<file path="src/verilog/cmp_ctrl_consts.vh">
/*
 Constants for the analog comparator control block: register map, bit
 positions, reset values and interrupt mode codes.
 Assumes inclusion by bare name from the design files.
*/
`ifndef CMP_CTRL_CONSTS_VH
`define CMP_CTRL_CONSTS_VH

`define ADDR_W            2
`define OFS_CSR           2'h0
`define OFS_IRQ_STATUS    2'h1
`define OFS_IRQ_MASK      2'h2

`define BIT_POWER_OFF     7
`define BIT_BANDGAP       6
`define BIT_RESULT        5
`define BIT_FLAG          4
`define BIT_IRQ_EN        3
`define BIT_NEGMUX_EN     2
`define BIT_MODE_HI       1
`define BIT_MODE_LO       0

`define CSR_RESET         8'h00
`define MASK_RESET        8'h00
`define MODE_TOGGLE       2'h0
`define MODE_RESERVED     2'h1
`define MODE_FALL         2'h2
`define MODE_RISE         2'h3

`define CHAN_LAST         4'hA
`define NEG_PIN_CODE      4'hF
`define EVT_W             2
`define EVT_EDGE          0
`define EVT_TOP_CHANGE    1

`endif

</file>
<file path="src/verilog/cmp_sync.v">
/*
 Two flip-flop level synchroniser.
 Assumes an asynchronous source and the comparator clock domain.
*/
`timescale 1ns/10ps
module cmp_sync (
	input  wire core_clk,
	input  wire rst_n,
	input  wire async_in,
	output reg  sync_out
);
	reg stage1;

	// First stage feeds only the second
	always @(posedge core_clk or negedge rst_n) begin
		if (!rst_n) begin
			stage1   <= 1'b0;
			sync_out <= 1'b0;
		end else begin
			stage1   <= async_in;
			sync_out <= stage1;
		end
	end
endmodule

</file>
<file path="src/verilog/cmp_ctrl.v">
/*
 Analog comparator control: control and status register, input selection,
 edge interrupt flag, plus a sticky event status and mask over Avalon-MM.
 Assumes the analog comparator result arrives asynchronously on cmp_out_async
 and that converter enable, channel select and global enable are
 synchronous to core_clk.
*/
// The implementer's own choices: register access over Avalon-MM and the register offsets.
`timescale 1ns/10ps
`include "cmp_ctrl_consts.vh"
module cmp_ctrl (
	input  wire                core_clk,
	input  wire                rst_n,
	input  wire                clk_en,
	input  wire [`ADDR_W-1:0]  avs_address,
	input  wire                avs_read,
	input  wire                avs_write,
	input  wire [31:0]         avs_writedata,
	input  wire [3:0]          avs_byteenable,
	output reg  [31:0]         avs_readdata,
	output reg                 avs_waitrequest,
	output reg                 avs_response_err,
	input  wire                cmp_out_async,
	input  wire                conv_enable,
	input  wire [3:0]          chan_sel_low,
	input  wire                chan_sel_top,
	input  wire                global_irq_en,
	input  wire                vector_ack,
	output reg                 cmp_irq_req,
	output reg                 cmp_power_off_out,
	output reg                 cmp_bandgap_sel_out,
	output reg                 neg_use_mux,
	output reg  [3:0]          neg_chan,
	output reg                 neg_chan_valid,
	output reg                 pin_change_block,
	output reg                 irq
);
	reg                cmp_power_off;
	reg                cmp_bandgap_sel;
	reg                cmp_irq_flag;
	reg                cmp_irq_en;
	reg                cmp_negmux_en;
	reg                cmp_irq_mode_hi;
	reg                cmp_irq_mode_lo;
	reg                cmp_result_prev;
	reg  [3:0]         chan_sel_d;
	reg                chan_top_d;
	reg  [`EVT_W-1:0]  evt_status;
	reg  [`EVT_W-1:0]  evt_mask;
	reg                ack_pending;
	wire               cmp_result;
	wire               rise;
	wire               fall;
	reg                edge_hit;
	wire [1:0]         mode;
	wire               csr_wr;
	wire               sts_wr;
	wire               msk_wr;
	wire [7:0]         csr_view;
	wire [`EVT_W-1:0]  evt_set;
	wire [`EVT_W-1:0]  next_evt_status;
	reg  [31:0]        next_readdata;
	reg                next_err;
	wire               access;
	wire               wr_commit;

	// Asynchronous comparator output must be settled before edge logic
	cmp_sync u_sync (
		.core_clk (core_clk),
		.rst_n    (rst_n),
		.async_in (cmp_out_async),
		.sync_out (cmp_result)
	);

	assign mode = {cmp_irq_mode_hi, cmp_irq_mode_lo};
	assign rise = cmp_result & ~cmp_result_prev;
	assign fall = ~cmp_result & cmp_result_prev;

	// Reserved mode never fires; keeps a stray setting harmless
	always @* begin
		case (mode)
			`MODE_TOGGLE: edge_hit = rise | fall;
			`MODE_FALL:   edge_hit = fall;
			`MODE_RISE:   edge_hit = rise;
			default:      edge_hit = 1'b0;
		endcase
	end

	// Single-cycle accepted access: waitrequest drops two cycles after request
	assign access = (avs_read | avs_write) & avs_waitrequest & clk_en & ack_pending;
	// Writes land only at the edge where the master sees waitrequest low
	assign wr_commit = avs_write & ~avs_waitrequest & clk_en & avs_byteenable[0];
	assign csr_wr = wr_commit & (avs_address == `OFS_CSR);
	assign sts_wr = wr_commit & (avs_address == `OFS_IRQ_STATUS);
	assign msk_wr = wr_commit & (avs_address == `OFS_IRQ_MASK);

	// Result bit is the live synchronised comparator value, not stored
	assign csr_view = {cmp_power_off, cmp_bandgap_sel, cmp_result, cmp_irq_flag,
		cmp_irq_en, cmp_negmux_en, cmp_irq_mode_hi, cmp_irq_mode_lo};

	assign evt_set = {(chan_sel_d != chan_sel_low) | (chan_top_d != chan_sel_top),
		edge_hit & ~cmp_power_off};
	// Set wins over write-one-to-clear
	assign next_evt_status = evt_set |
		(evt_status & ~(sts_wr ? avs_writedata[`EVT_W-1:0] : {`EVT_W{1'b0}}));

	always @* begin
		next_readdata = 32'h0000_0000;
		next_err      = 1'b0;
		case (avs_address)
			`OFS_CSR:        next_readdata[7:0] = csr_view;
			`OFS_IRQ_STATUS: next_readdata[`EVT_W-1:0] = evt_status;
			`OFS_IRQ_MASK:   next_readdata[`EVT_W-1:0] = evt_mask;
			default:         next_err = 1'b1;
		endcase
	end

	// Bus handshake: two wait cycles, then data and waitrequest low together
	always @(posedge core_clk or negedge rst_n) begin
		if (!rst_n) begin
			avs_waitrequest <= 1'b1;
		end else if (clk_en) begin
			if (access) begin
				avs_waitrequest <= 1'b0;
			end else begin
				avs_waitrequest <= 1'b1;
			end
		end
	end

	// Arms on the first requested edge, so every answer takes two edges
	always @(posedge core_clk or negedge rst_n) begin
		if (!rst_n) begin
			ack_pending <= 1'b0;
		end else if (clk_en) begin
			if (access) begin
				ack_pending <= 1'b0;
			end else begin
				ack_pending <= (avs_read | avs_write) & avs_waitrequest;
			end
		end
	end

	always @(posedge core_clk or negedge rst_n) begin
		if (!rst_n) begin
			avs_readdata <= 32'h0000_0000;
		end else if (clk_en) begin
			if (access) begin
				avs_readdata <= next_readdata;
			end
		end
	end

	always @(posedge core_clk or negedge rst_n) begin
		if (!rst_n) begin
			avs_response_err <= 1'b0;
		end else if (clk_en) begin
			if (access) begin
				avs_response_err <= next_err;
			end else begin
				avs_response_err <= 1'b0;
			end
		end
	end

	// Software may power down at any time
	always @(posedge core_clk or negedge rst_n) begin
		if (!rst_n) begin
			cmp_power_off <= 1'b0;
		end else if (clk_en) begin
			if (csr_wr) begin
				cmp_power_off <= avs_writedata[`BIT_POWER_OFF];
			end
		end
	end

	always @(posedge core_clk or negedge rst_n) begin
		if (!rst_n) begin
			cmp_bandgap_sel <= 1'b0;
		end else if (clk_en) begin
			if (csr_wr) begin
				cmp_bandgap_sel <= avs_writedata[`BIT_BANDGAP];
			end
		end
	end

	// Edge set wins over both clears
	always @(posedge core_clk or negedge rst_n) begin
		if (!rst_n) begin
			cmp_irq_flag <= 1'b0;
		end else if (clk_en) begin
			if (edge_hit & ~cmp_power_off) begin
				cmp_irq_flag <= 1'b1;
			end else if (vector_ack | (csr_wr & avs_writedata[`BIT_FLAG])) begin
				cmp_irq_flag <= 1'b0;
			end
		end
	end

	always @(posedge core_clk or negedge rst_n) begin
		if (!rst_n) begin
			cmp_irq_en <= 1'b0;
		end else if (clk_en) begin
			if (csr_wr) begin
				cmp_irq_en <= avs_writedata[`BIT_IRQ_EN];
			end
		end
	end

	always @(posedge core_clk or negedge rst_n) begin
		if (!rst_n) begin
			cmp_negmux_en <= 1'b0;
		end else if (clk_en) begin
			if (csr_wr) begin
				cmp_negmux_en <= avs_writedata[`BIT_NEGMUX_EN];
			end
		end
	end

	always @(posedge core_clk or negedge rst_n) begin
		if (!rst_n) begin
			cmp_irq_mode_hi <= 1'b0;
		end else if (clk_en) begin
			if (csr_wr) begin
				cmp_irq_mode_hi <= avs_writedata[`BIT_MODE_HI];
			end
		end
	end

	always @(posedge core_clk or negedge rst_n) begin
		if (!rst_n) begin
			cmp_irq_mode_lo <= 1'b0;
		end else if (clk_en) begin
			if (csr_wr) begin
				cmp_irq_mode_lo <= avs_writedata[`BIT_MODE_LO];
			end
		end
	end

	always @(posedge core_clk or negedge rst_n) begin
		if (!rst_n) begin
			cmp_result_prev <= 1'b0;
		end else if (clk_en) begin
			cmp_result_prev <= cmp_result;
		end
	end

	always @(posedge core_clk or negedge rst_n) begin
		if (!rst_n) begin
			chan_sel_d <= 4'h0;
		end else if (clk_en) begin
			chan_sel_d <= chan_sel_low;
		end
	end

	always @(posedge core_clk or negedge rst_n) begin
		if (!rst_n) begin
			chan_top_d <= 1'b0;
		end else if (clk_en) begin
			chan_top_d <= chan_sel_top;
		end
	end

	always @(posedge core_clk or negedge rst_n) begin
		if (!rst_n) begin
			evt_status <= {`EVT_W{1'b0}};
		end else if (clk_en) begin
			evt_status <= next_evt_status;
		end
	end

	always @(posedge core_clk or negedge rst_n) begin
		if (!rst_n) begin
			evt_mask <= {`EVT_W{1'b0}};
		end else if (clk_en) begin
			if (msk_wr) begin
				evt_mask <= avs_writedata[`EVT_W-1:0];
			end
		end
	end

	// Registered outputs; selection follows the delayed channel code
	always @(posedge core_clk or negedge rst_n) begin
		if (!rst_n) begin
			cmp_irq_req <= 1'b0;
		end else if (clk_en) begin
			cmp_irq_req <= cmp_irq_flag & cmp_irq_en & global_irq_en;
		end
	end

	always @(posedge core_clk or negedge rst_n) begin
		if (!rst_n) begin
			cmp_power_off_out <= 1'b0;
		end else if (clk_en) begin
			cmp_power_off_out <= cmp_power_off;
		end
	end

	always @(posedge core_clk or negedge rst_n) begin
		if (!rst_n) begin
			cmp_bandgap_sel_out <= 1'b0;
		end else if (clk_en) begin
			cmp_bandgap_sel_out <= cmp_bandgap_sel;
		end
	end

	always @(posedge core_clk or negedge rst_n) begin
		if (!rst_n) begin
			neg_use_mux <= 1'b0;
		end else if (clk_en) begin
			neg_use_mux <= cmp_negmux_en & ~conv_enable;
		end
	end

	// Top channel bit deliberately unused here
	always @(posedge core_clk or negedge rst_n) begin
		if (!rst_n) begin
			neg_chan <= `NEG_PIN_CODE;
		end else if (clk_en) begin
			neg_chan <= (cmp_negmux_en & ~conv_enable) ? chan_sel_d
				: `NEG_PIN_CODE;
		end
	end

	always @(posedge core_clk or negedge rst_n) begin
		if (!rst_n) begin
			neg_chan_valid <= 1'b0;
		end else if (clk_en) begin
			neg_chan_valid <= cmp_negmux_en & ~conv_enable &
				(chan_sel_d <= `CHAN_LAST);
		end
	end

	always @(posedge core_clk or negedge rst_n) begin
		if (!rst_n) begin
			pin_change_block <= 1'b0;
		end else if (clk_en) begin
			pin_change_block <= ~cmp_power_off;
		end
	end

	always @(posedge core_clk or negedge rst_n) begin
		if (!rst_n) begin
			irq <= 1'b0;
		end else if (clk_en) begin
			irq <= |(next_evt_status & evt_mask);
		end
	end
endmodule

</file>
<file path="config.mk">
export PLATFORM = sky130hd
export DESIGN_NAME = cmp_ctrl
export DESIGN_NICKNAME = d
export VERILOG_FILES = /design/src/verilog/cmp_sync.v /design/src/verilog/cmp_ctrl.v
export VERILOG_INCLUDE_DIRS = /design/src /design/src/verilog
export SDC_FILE = /design/constraint.sdc
export NUM_CORES = 1
export LEC_CHECK = 0
export ABC_AREA = 1
export BUFFER_PORTS_ARGS = -buffer_cell sky130_fd_sc_hd__buf_4
export CAP_MARGIN = 40
export CORE_MARGIN = 2
export CORE_UTILIZATION = 45
export DETAILED_ROUTE_END_ITERATION = 12
export PLACE_DENSITY = 0.8
export SETUP_SLACK_MARGIN = 0.15
export SLEW_MARGIN = 15
export SYNTH_ARGS = -nofsm -noshare
export SYNTH_HDL_FRONTEND = slang
export SYNTH_SLANG_ARGS = --single-unit
</file>
<file path="constraint.sdc">
create_clock -name core_clk -period 1.68 [get_ports core_clk]
set_clock_uncertainty 0.15 [all_clocks]
set_input_delay 0.42 -clock core_clk [delete_from_list [all_inputs] [get_ports core_clk]]
set_output_delay 0.42 -clock core_clk [all_outputs]
set_load 0.005 [all_outputs]
</file>
# [Word-level counts from Yosys, hierarchy flattened]
# Cells that the tools add are included.
[totals] output_inout_bits=45 elab_cells=83 register_bits=41 inputBits=52
[op_classes] muxes=11 magnitude_cmp=1 n_reduce_logical=9 bitwise=30 n_eq_ne=6
[ops] operator="bitwise AND 1 bit" count=17
[ops] operator="AND reduction 2 bit" count=4
[ops] operator="equality test 2 bit (second input constant)" count=3
[ops] operator="two-way mux 1 bit" count=6
[ops] operator="two-way mux 6 bit" count=1
[ops] operator="case mux 2 bit (3 select lines)" count=1
[ops] operator="inverter 1 bit" count=5
[ops] operator="bitwise AND 2 bit" count=2
[ops] operator="less-or-equal comparator 4 bit (second input constant)" count=1
[ops] operator="logical NOT 2 bit" count=2
[ops] operator="two-way mux 4 bit" count=1
[ops] operator="inequality test 4 bit" count=1
[ops] operator="OR 1 bit" count=4
[ops] operator="case mux 1 bit (3 select lines)" count=1
[ops] operator="OR reduction 3 bit" count=1
[ops] operator="equality test 2 x 1 -> 1 bit (second input constant)" count=1
[ops] operator="two-way mux 2 bit" count=1
[ops] operator="inverter 2 bit" count=1
[ops] operator="OR 2 bit" count=1
[ops] operator="nonzero test 2 bit" count=1
[ops] operator="OR reduction 2 bit" count=1
[ops] operator="inequality test 1 bit" count=1

# [Logic depth before layout (Yosys ltp)]
# Gate-level depths: netlist of run 1.
[logic_depth] depth_word=11 ltp_mapped=9 mapped_depth_nobuf=9

# [Modules after synthesis]
# A second synthesis of run 1 with hierarchy kept.
[unflattened] hier_cells=229 hier_area_um2=1993.2
[modules_own_cells] module="cmp_ctrl" seq_area_each_um2=982.2 n_inst=1 area_each_um2=1943.1 cells_per_inst=227
[modules_own_cells] module="cmp_sync" seq_area_each_um2=50.0 n_inst=1 area_each_um2=50.0 cells_per_inst=2

# [Worst setup path before layout of run 1]
# No wires, ideal clock.
[synth_timing] kind="register to register" startpoint="reg avs_waitrequest" endpoint="reg avs_readdata[7]" path_slack_ps=216 n_path_buf=1 stages_incl_launch_ff=7 synth_period_minus_slack_ps=1464 required_ps=1413 arrival_ps=1197 setup_time_ps=117 cell_sequence="dfstp_2 > inv_1 > nor3_2 > nand2_2 > buf_4 > nand2_1 > o21ai_2"
[synth_via] elab_chain_len=4
[synth_rtl] item="from (decl)" line="cmp_ctrl.v:21" text="output reg avs_waitrequest,"
[synth_rtl] item="from (signal assigned)" line="cmp_ctrl.v:121" text="avs_waitrequest <= 1'b1;"
[synth_rtl] item="from (signal assigned)" line="cmp_ctrl.v:124" text="avs_waitrequest <= 1'b0;"
[synth_rtl] item="from (signal assigned)" line="cmp_ctrl.v:126" text="avs_waitrequest <= 1'b1;"
[synth_rtl] item="bitwise AND 1 bit (3 in series)" line="cmp_ctrl.v:90" text="assign access = (avs_read | avs_write) & avs_waitrequest & clk_en & ack_pending;"
[synth_rtl] item="AND reduction 2 bit (no source line)"
[synth_rtl] item="to (signal assigned)" line="cmp_ctrl.v:149" text="avs_readdata <= next_readdata;"
[synth_rtl] item="to (decl)" line="cmp_ctrl.v:20" text="output reg [31:0] avs_readdata,"
# No other way between the ends.
# A chain may end at the register's enable or synchronous reset.

# [Worst setup path after layout of run 1]
[layout_timing] startpoint="reg avs_waitrequest" endpoint="out avs_waitrequest"
# No word-level cell between the ends.

==> flow_summary.json, run 1 <==
{
  "finalCritPeriodShare": 0.904,
  "drive_gt1_frac": 0.315,
  "clkLatencyLatePin_ns": 0.30,
  "final_common_cell": "nand2_1",
  "worst-path-max-fanout": 2,
  "cp.depth": 1,
  "crit_type": "reg -> out",
  "r2r_slack_ns": 0.20,
  "vias_per_cell": 4.72,
  "area_growth_pct": 27.4,
  "setup_tns_ns": 0,
  "finalMaxSlewViolations": 0,
  "grt_util_met1": 0.215,
  "gp_congestion": 0.788,
  "syn_area_per_cell_sq_um": 8.70,
  "cts_buffers": 5,
  "maxCapViolCount": 0,
  "syn_area_sq_mm": 0.00199,
  "start_util": 0.461,
  "antenna_found_initial": 0,
  "cp-endpoint": "avs_waitrequest",
  "grt_overflow": 0,
  "ant_nets": 0,
  "dpl.hpwl_um": 2990,
  "die_x_um": 70.6,
  "max-slew-margin-rel": 0.647,
  "cp_slowest_cell": "dfstp_2",
  "crit_chain": "buf_6",
  "fin_crit_ns": 1.52,
  "grt_pass1_wl_um": 6780,
  "htreeDepth": 2,
  "diodes": 0,
  "yosysWarnings": 0,
  "cts_sinks": 41,
  "use_met2": 0.289,
  "drt_first_pass_iters": 4,
  "reg2reg_from": "u_sync.sync_out",
  "synth-seq-area-share": 0.518,
  "fp.dieH_um": 70.6,
  "crit_arrival_ns": 0.95,
  "setup_violations": 0,
  "nets": 339,
  "drt_iter0_markers": 65,
  "cts_buffer_depth": 2,
  "synth-seq-cells": 41,
  "grt_setup_unrepaired": "true",
  "critPathTopFamily": "flip-flops",
  "yosysUniqueCellTypes": 21,
  "routed_wl_um": 4300,
  "cp.required_ns": 1.11,
  "clk_pin_slew_ns": 0.09,
  "netlist_instances": 229,
  "grt_max_degree": 42,
  "root_buffer": "clkbuf_8",
  "num_vias": 1594,
  "gr-max-usage-layer": "met2",
  "whs_ns": 0.0804,
  "cellPowerDensity_mw_per_mm2": 1240,
  "crit_start": "avs_waitrequest",
  "io_buffers": 44,
  "timing.fmax_mhz": 659,
  "pin_count": 97,
  "min_path_type": "in -> reg",
  "r2r-end": "irq",
  "status": "completed",
  "drc_errors": 0,
  "row_count": 24,
  "r2r_cells": 8,
  "grtUsageTotal": 0.176,
  "cp_slowest_stage_delay_ns": 0.56,
  "grt_pass1_vias": 1503,
  "dieArea_sq_mm": 0.00498,
  "cts_tree": "built",
  "start_kind": "flop",
  "worst_pin_slew_ns": 0.530,
  "coreArea_sq_mm": 0.00432,
  "mostFrequentLayoutCells": "66 x nand2_1, 51 x buf_4, 35 x dfrtp_1, 24 x conb_1, 20 x nor2_1",
  "p_leak_nw": 1.35,
  "peakVddDrop_mv": 0.479,
  "critPathBufInv": 1,
  "grtUsageMet3": 0.0385,
  "wl_per_cell_um": 12.7,
  "hold_violations": 0,
  "endpoint_kind": "output port"
}
## layout make-up
| class | count | area (sq um) |
|---|---|---|
| Timing Repair Buffer | 53 | 404 |
| Sequential cell | 41 | 1030 |
| Inverter | 17 | 63.8 |
| Clock inverter | 3 | 65.1 |
| Tap cell | 52 | 65.1 |
| Fill cell | 381 | 1780 |
| Clock buffer | 5 | 68.8 |
| Multi-Input combinational cell | 167 | 840 |
## power breakdown
part	switching [W]	internal, W	leakage (nW)
Clock	0.000350	0.000590	0.0681
Sequential	0.000185	0.00123	0.507
Combinational	0.000398	0.000392	0.779
Total	0.000933	0.00222	1.35
## cell usage after synthesis, drive strengths merged
library cell | count | share of area
a21oi | 7 | 0.018
nand2 | 71 | 0.14
buf | 25 | 0.094
mux2 | 3 | 0.017
xnor2 | 4 | 0.018
conb | 1 | 0.0019
nand3 | 14 | 0.035
o21ai | 18 | 0.058
ha | 2 | 0.013
clkbuf | 3 | 0.0056
nor3 | 1 | 0.0050
nor2 | 22 | 0.046
inv | 17 | 0.032
dfrtp | 36 | 0.45
dfstp | 5 | 0.066
## flip-flops by register name, summed over array words and instances, names as in the netlist, 2 cells and up
register / cells
chan_sel_d: 4
avs_readdata: 8
evt_mask: 2
evt_status: 2
neg_chan: 4
## through the flow
stage	cell area, sq um	util	power, W	worst slack, ns	cells
detailed placement	2310	0.533	0.00214	0.0254	324
finish	2540	0.587	0.00315	0.162	338
CTS	2470	0.572	0.00312	0.155	334
floorplan	2080	-	0.00181	0.216	252
global placement	2310	0.533	0.00210	0.0811	324
global route	2540	0.587	0.00333	0.107	338
## logic make-up after synthesis
logic type,after synthesis,synth area share
mux,3,0.0169
buf+inv,45,0.132
xor+xnor,4,0.0176
fa+ha+maj,2,0.0126
flops,41,0.518
compound gates,25,0.0760
other cells,1,0.00188
simple gates,108,0.225
## worst min path at each step
stage                  start              end  cells after the start
2_1_floorplan          rst_n      ack_pending                      0
3_3_place_gp   u_sync.stage1  u_sync.sync_out                      0
3_5_place_dp   u_sync.stage1  u_sync.sync_out                      0
4_1_cts        cmp_out_async    u_sync.stage1                      1
5_1_grt        cmp_out_async    u_sync.stage1                      1
6_report       cmp_out_async    u_sync.stage1                      1
## routing by layer
metal | vias up | part of all wire
met5 | - | 0
li1 | 778 | -
met1 | 748 | 0.41
met2 | 54 | 0.50
met4 | 0 | 0.031
met3 | 14 | 0.059
## what timing repair did
action,CTS,global route
hold buffers,1,0
endpoints found under the hold margin,36,0
setup buffers,0,4
endpoints found under the setup margin,11,15
pin swaps,1,9
cloned,1,0
gates resized for setup,4,11
Power figures use the tool's default switching activity.
==> run 2, diff against run 1 <==
Settings changed: RECOVER_POWER from default to 25, SYNTH_HIERARCHICAL from default to 1.
==> run 2 against run 1 <==
Total power fell by 5.5%. Die area did not move. Highest routed layer unchanged. Critical path depth did not move. Sequential cell count did not move. Largest cell class unchanged. Sequential power barely moved. Setup slack got worse by 0.0059 ns.
==> flow_summary.json, run 2 <==
{
  "start_kind": "flop",
  "cp_slowest_cell": "dfstp_2",
  "grt_pass1_vias": 1418,
  "yosysWarnings": 6,
  "routed_wl_um": 4010,
  "grtUsageTotal": 0.163,
  "worst_slack_ns": 0.156,
  "synth_top_area_cell": "dfrtp_1",
  "drt_first_pass_iters": 4,
  "fin_crit_ns": 1.52,
  "grt_pass1_wl_um": 6290,
  "timing.fmax_mhz": 656,
  "wl_per_cell_um": 11.8,
  "comb_power_share": 0.254,
  "syn_area_per_cell_sq_um": 8.70,
  "netlist_instances": 229,
  "synth_edf_count": 0,
  "start_util": 0.461,
  "finalMaxSlewViolations": 0,
  "antenna_found_initial": 0,
  "synth_top_area_share": 0.452,
  "drive_gt1_frac": 0.282,
  "pin_count": 97,
  "largest_reg_flops": 8,
  "regMostFlops": "avs_readdata",
  "vias_per_cell": 4.61,
  "fp.dieH_um": 70.6,
  "status": "completed",
  "coreArea_sq_mm": 0.00432,
  "nets": 340,
  "dp_cells": 326,
  "critPathBufInv": 1,
  "endpoint_kind": "output port",
  "drt_iter0_markers": 59,
  "drc_errors": 0,
  "min_path_type": "in -> reg",
  "diodes": 0,
  "ys.flop_type": "dfrtp_1",
  "root_buffer": "clkbuf_8",
  "worst-path-max-fanout": 2,
  "cts_buffer_depth": 2,
  "crit_chain": "buf_4",
  "grt_max_degree": 42,
  "gp_congestion": 0.765,
  "htreeDepth": 2,
  "dpl.hpwl_um": 2800,
  "pwr-share-clk": 0.277,
  "p_seq_frac": 0.469,
  "cp_slowest_stage_delay_ns": 0.55,
  "p_sw_frac": 0.295,
  "hold_violations": 0,
  "mostFrequentLayoutCells": "67 x nand2_1, 48 x buf_4, 36 x dfrtp_1, 24 x conb_1, 20 x nor2_1",
  "netlist_top_cells_count": "69 x nand2_1, 36 x dfrtp_1, 25 x buf_4",
  "dieArea_sq_mm": 0.00498,
  "synth-seq-cells": 41,
  "maxCapViolCount": 0,
  "final_common_cell": "nand2_1",
  "final-seq-area_sq_mm": 0.00103,
  "multiInputGateArea_sq_um": 798,
  "p_sw_w": 0.000877,
  "crit_type": "reg -> out",
  "yosysMostFrequentCell": "nand2_1",
  "clk_pin_slew_ns": 0.08,
  "fillers": 392,
  "cellPowerDensity_mw_per_mm2": 1190,
  "worst_pin_slew_ns": 0.551,
  "dp_slack_ns": 0.119,
  "cts_buffers": 5,
  "cts_sinks": 41,
  "peakVddDrop_mv": 0.475,
  "whs_ns": 0.0984,
  "synth-seq-area-share": 0.518,
  "p_leak_nw": 1.33,
  "max-slew-margin-rel": 0.633,
  "grt_overflow": 0,
  "async_flop_share": 1.00,
  "yosysUniqueCellTypes": 21,
  "place_area_sq_mm": 0.00232,
  "critPathTopFamily": "flip-flops",
  "area_growth_pct": 25.0,
  "synth.area.top_cells": "dfrtp_1 45%, nand2_1 13%, buf_4 9.4%",
  "cp.required_ns": 1.11,
  "num_vias": 1564,
  "clkLatencyLatePin_ns": 0.30,
  "fin_area_sq_mm": 0.00249,
  "syn_area_sq_mm": 0.00199,
  "cts_tree": "built",
  "row_count": 24,
  "finalCritPeriodShare": 0.907,
  "setup_violations": 0,
  "reg.largest.list": "avs_readdata (8), chan_sel_d (4), neg_chan (4)",
  "internal_power_w": 0.00210,
  "grt_setup_unrepaired": "true",
  "setup_tns_ns": 0,
  "fin_cells": 339,
  "io_buffers": 44,
  "ant_nets": 0,
  "crit_arrival_ns": 0.95,
  "die_x_um": 70.6
}
[run 2: power by group through the flow]
stage               Combinational (W)  Clock (W)  Sequential (W)
floorplan                    0.000414          0         0.00139
global route                 0.000854   0.000877         0.00143
finish                       0.000755   0.000826         0.00139
global placement             0.000709          0         0.00140
CTS                          0.000736   0.000837         0.00139
detailed placement           0.000730          0         0.00141
[run 2: kinds of logic (layout without fill, tap and decap cells)]
| group | count (synthesis) | in the layout | share of synthesized area |
|---|---|---|---|
| simple gates | 108 | 108 | 0.225 |
| buf+inv | 45 | 80 | 0.132 |
| flops | 41 | 41 | 0.518 |
| compound gates | 25 | 25 | 0.0760 |
| xor+xnor | 4 | 4 | 0.0176 |
| mux | 3 | 3 | 0.0169 |
| fa+ha+maj | 2 | 2 | 0.0126 |
| other cells | 1 | 24 | 0.00188 |
[run 2: what timing repair did]
| item | 4_1_cts | 5_1_grt |
|---|---|---|
| buffers inserted | 0 | 4 |
| hold buffers | 1 | 0 |
| resized for setup | 0 | 7 |
| setup endpoints to repair | 0 | 12 |
| endpoints found under the hold margin | 36 | 0 |
[run 2: routing by layer]
layer | part of all wire | GRT usage | wire [um] | vias up
met3 | 0.062 | 0.0556 | 250 | 7
met4 | 0.018 | 0.0566 | 72 | 0
met2 | 0.48 | 0.275 | 1940 | 48
met1 | 0.44 | 0.196 | 1750 | 726
li1 | - | - | - | 783
met5 | 0 | 0 | 0 | -
[run 2: stage by stage]
step,utilization,total power [W]
final,0.576,0.00298
after global routing,0.576,0.00316
after CTS,0.566,0.00297
after detailed placement,0.537,0.00214
after global placement,0.537,0.00211
after floorplan,-,0.00181
[run 2: worst paths after layout]
path / start / end / slack, ns / cells after the start
worst min-delay path: cmp_out_async / u_sync/stage1 / 0.1 / 1
worst min register to register: u_sync/stage1 / u_sync/sync_out / 0.20 / 0
worst max register to register: u_sync/sync_out / irq / 0.19 / 8
min in group asynchronous: rst_n / cmp_irq_req / 0.58 / 2
max in group asynchronous: rst_n / chan_sel_d[1] / 0.42 / 2
worst max-delay path: neg_chan[1] / neg_chan[1] / 0.16 / 1
[run 2: cell type report]
class                           instances  share of cell area
Sequential cell                        41               0.414
Multi-Input combinational cell        166               0.320
Timing Repair Buffer                   55               0.167
Clock buffer                            7              0.0347
Tap cell                               52              0.0261
Inverter                               17              0.0256
Clock inverter                          1              0.0121
[run 2: worst register-to-register path, delay by kind of cell, from the launching register on]
kind | cells | cell delay, ns
AO/OA/AOI/OAI | 1 | 0.12
adder cells (fa/ha/maj) | 1 | 0.29
flip-flops | 1 | 0.41
AND/OR/NAND/NOR | 6 | 0.41
==> run 3, diff against run 2 <==
Clock period 1.68 ns to 1.9 ns, I/O delays scaled along.
==> run 3 against run 2 <==
Largest power group unchanged. Largest cell class unchanged. Via count is 4.4% lower. Critical path type is now reg -> reg. Highest routed layer unchanged. Routed wire length is 8.2% lower. Hold slack better by 0.061 ns.
==> flow_summary.json, run 3 (same netlist as run 2, synthesis figures left out) <==
{
  "status": "completed",
  "cp.required_ns": 1.98,
  "comb_power_share": 0.250,
  "gp_congestion": 0.765,
  "p_leak_nw": 1.29,
  "dpl.hpwl_um": 2780,
  "timing.fmax_mhz": 613,
  "htreeDepth": 2,
  "antenna_found_initial": 0,
  "multiInputGateArea_sq_um": 785,
  "min_path_cells": 1,
  "cp_slowest_cell": "dfstp_2",
  "mostFrequentLayoutCells": "69 x nand2_1, 45 x buf_4, 36 x dfrtp_1, 24 x conb_1, 20 x nor2_1",
  "cts_setup_buffers": 0,
  "min_path_type": "in -> reg",
  "die_x_um": 70.6,
  "crit_type": "reg -> reg",
  "coreArea_sq_mm": 0.00432,
  "grt_pass1_wl_um": 6140,
  "start_util": 0.461,
  "worst_slack_ns": 0.268,
  "pwr-share-clk": 0.254,
  "clkLatencyLatePin_ns": 0.30,
  "grtUsageTotal": 0.157,
  "grt_overflow": 0,
  "final-seq-area_sq_mm": 0.00103,
  "r2r_cells": 6,
  "hold_buffers": 0,
  "grt_max_degree": 42,
  "drc_errors": 0,
  "crit_start": "avs_waitrequest",
  "reg.largest.list": "avs_readdata (8), chan_sel_d (4), neg_chan (4)",
  "dp_slack_ns": 0.239,
  "grt_pass1_vias": 1350,
  "hp-start": "cmp_out_async",
  "fillers": 411,
  "worst-path-max-fanout": 16,
  "cts_buffers": 5,
  "nets": 332,
  "root_buffer": "clkbuf_8",
  "final_common_cell": "nand2_1",
  "p_sw_frac": 0.304,
  "maxCapViolCount": 0,
  "endpoint_kind": "flop",
  "r2r-end": "avs_readdata[1]",
  "vias_per_cell": 4.52,
  "max-slew-margin-rel": 0.337,
  "cts_buffer_depth": 2,
  "p_sw_w": 0.000753,
  "num_vias": 1495,
  "cellPowerDensity_mw_per_mm2": 1030,
  "dieArea_sq_mm": 0.00498,
  "drive_gt1_frac": 0.262,
  "ant_nets": 0,
  "area_growth_pct": 20.3,
  "cts_sinks": 41,
  "finalCritPeriodShare": 0.859,
  "largest_reg_flops": 8,
  "p_seq_frac": 0.497,
  "routed_wl_um": 3680,
  "wl_per_cell_um": 11.1,
  "clk_pin_slew_ns": 0.08,
  "cp_slowest_stage_delay_ns": 0.54,
  "fin_crit_ns": 1.63,
  "worst_pin_slew_ns": 0.995,
  "start_kind": "flop",
  "setup_violations": 0,
  "hold_end": "u_sync/stage1",
  "drt_iter0_markers": 92,
  "grt_setup_unrepaired": "false",
  "row_count": 24,
  "cts_tree": "built",
  "setup_tns_ns": 0,
  "internal_power_w": 0.00172,
  "regMostFlops": "avs_readdata",
  "reg2reg_from": "avs_waitrequest",
  "crit_arrival_ns": 1.71,
  "drt_first_pass_iters": 4,
  "cts-resized-gates": 0,
  "io_buffers": 44,
  "diodes": 0,
  "finalMaxSlewViolations": 0,
  "pin_count": 97,
  "hold_violations": 0,
  "crit_chain": "inv_1 -> nor3_2 -> nand2_2 -> inv_1 -> nand2_1 -> nand2_1",
  "r2r_slack_ns": 0.27,
  "fp.dieH_um": 70.6,
  "peakVddDrop_mv": 0.452
}
-- run 3: cell count changes in the layout (fill, tap and decap cells not counted), moves of 2 or more --
cell,delta
buf_4,-3
clkbuf_1,-3
nand2_2,-2
buf_6,-2
nand2_1,+2
-- run 3: final cells by class --
type | count | share of cell area
clock inverters | 1 | 0.00209
flip-flops and latches | 41 | 0.431
well taps | 52 | 0.0271
inverters | 17 | 0.0266
multi-input cells | 166 | 0.327
clock buffers | 7 | 0.0402
repair buffers | 47 | 0.146
-- run 3: worst max path at each step --
stage                      end  slack, ns  depth (start not counted)
2_1_floorplan  avs_readdata[7]       0.44                          6
3_3_place_gp   avs_readdata[1]       0.24                          7
3_5_place_dp   avs_readdata[1]       0.24                          7
4_1_cts        avs_readdata[1]       0.27                          6
5_1_grt        avs_readdata[1]       0.20                          6
6_report       avs_readdata[1]       0.27                          6
-- run 3: critical path: cells and delay by family (launching register included) --
| family | cells | cell delay [ns] |
|---|---|---|
| AND/OR/NAND/NOR | 4 | 0.64 |
| buffers and inverters | 2 | 0.25 |
| flip-flops | 1 | 0.54 |
-- run 3: power groups by stage --
stage                     sequential [W]  combinational, W  clock [W]
after CTS                        0.00123          0.000630   0.000637
after global placement           0.00124          0.000610          0
after floorplan                  0.00123          0.000366          0
after detailed placement         0.00125          0.000628          0
final                            0.00123          0.000618   0.000628
after global routing             0.00126          0.000700   0.000678
-- run 3: metal layers --
layer,up-vias,track usage,part of all wire,routed length [um]
met1,681,0.204,0.46,1680
met2,41,0.254,0.47,1740
met4,0,0.0566,0.014,50
met3,6,0.0427,0.058,215
met5,-,0,0,0
li1,767,-,-,-
-- run 3: stage by stage --
step	cells	total power, W	util	cell area (sq um)	hold slack, ns
2_1_floorplan	252	0.00160	-	2080	0.0294
3_3_place_gp	323	0.00185	0.532	2300	0.182
3_5_place_dp	323	0.00188	0.532	2300	0.186
4_1_cts	331	0.00250	0.555	2400	0.0165
5_1_grt	331	0.00264	0.554	2400	0.149
6_report	331	0.00248	0.554	2400	0.160
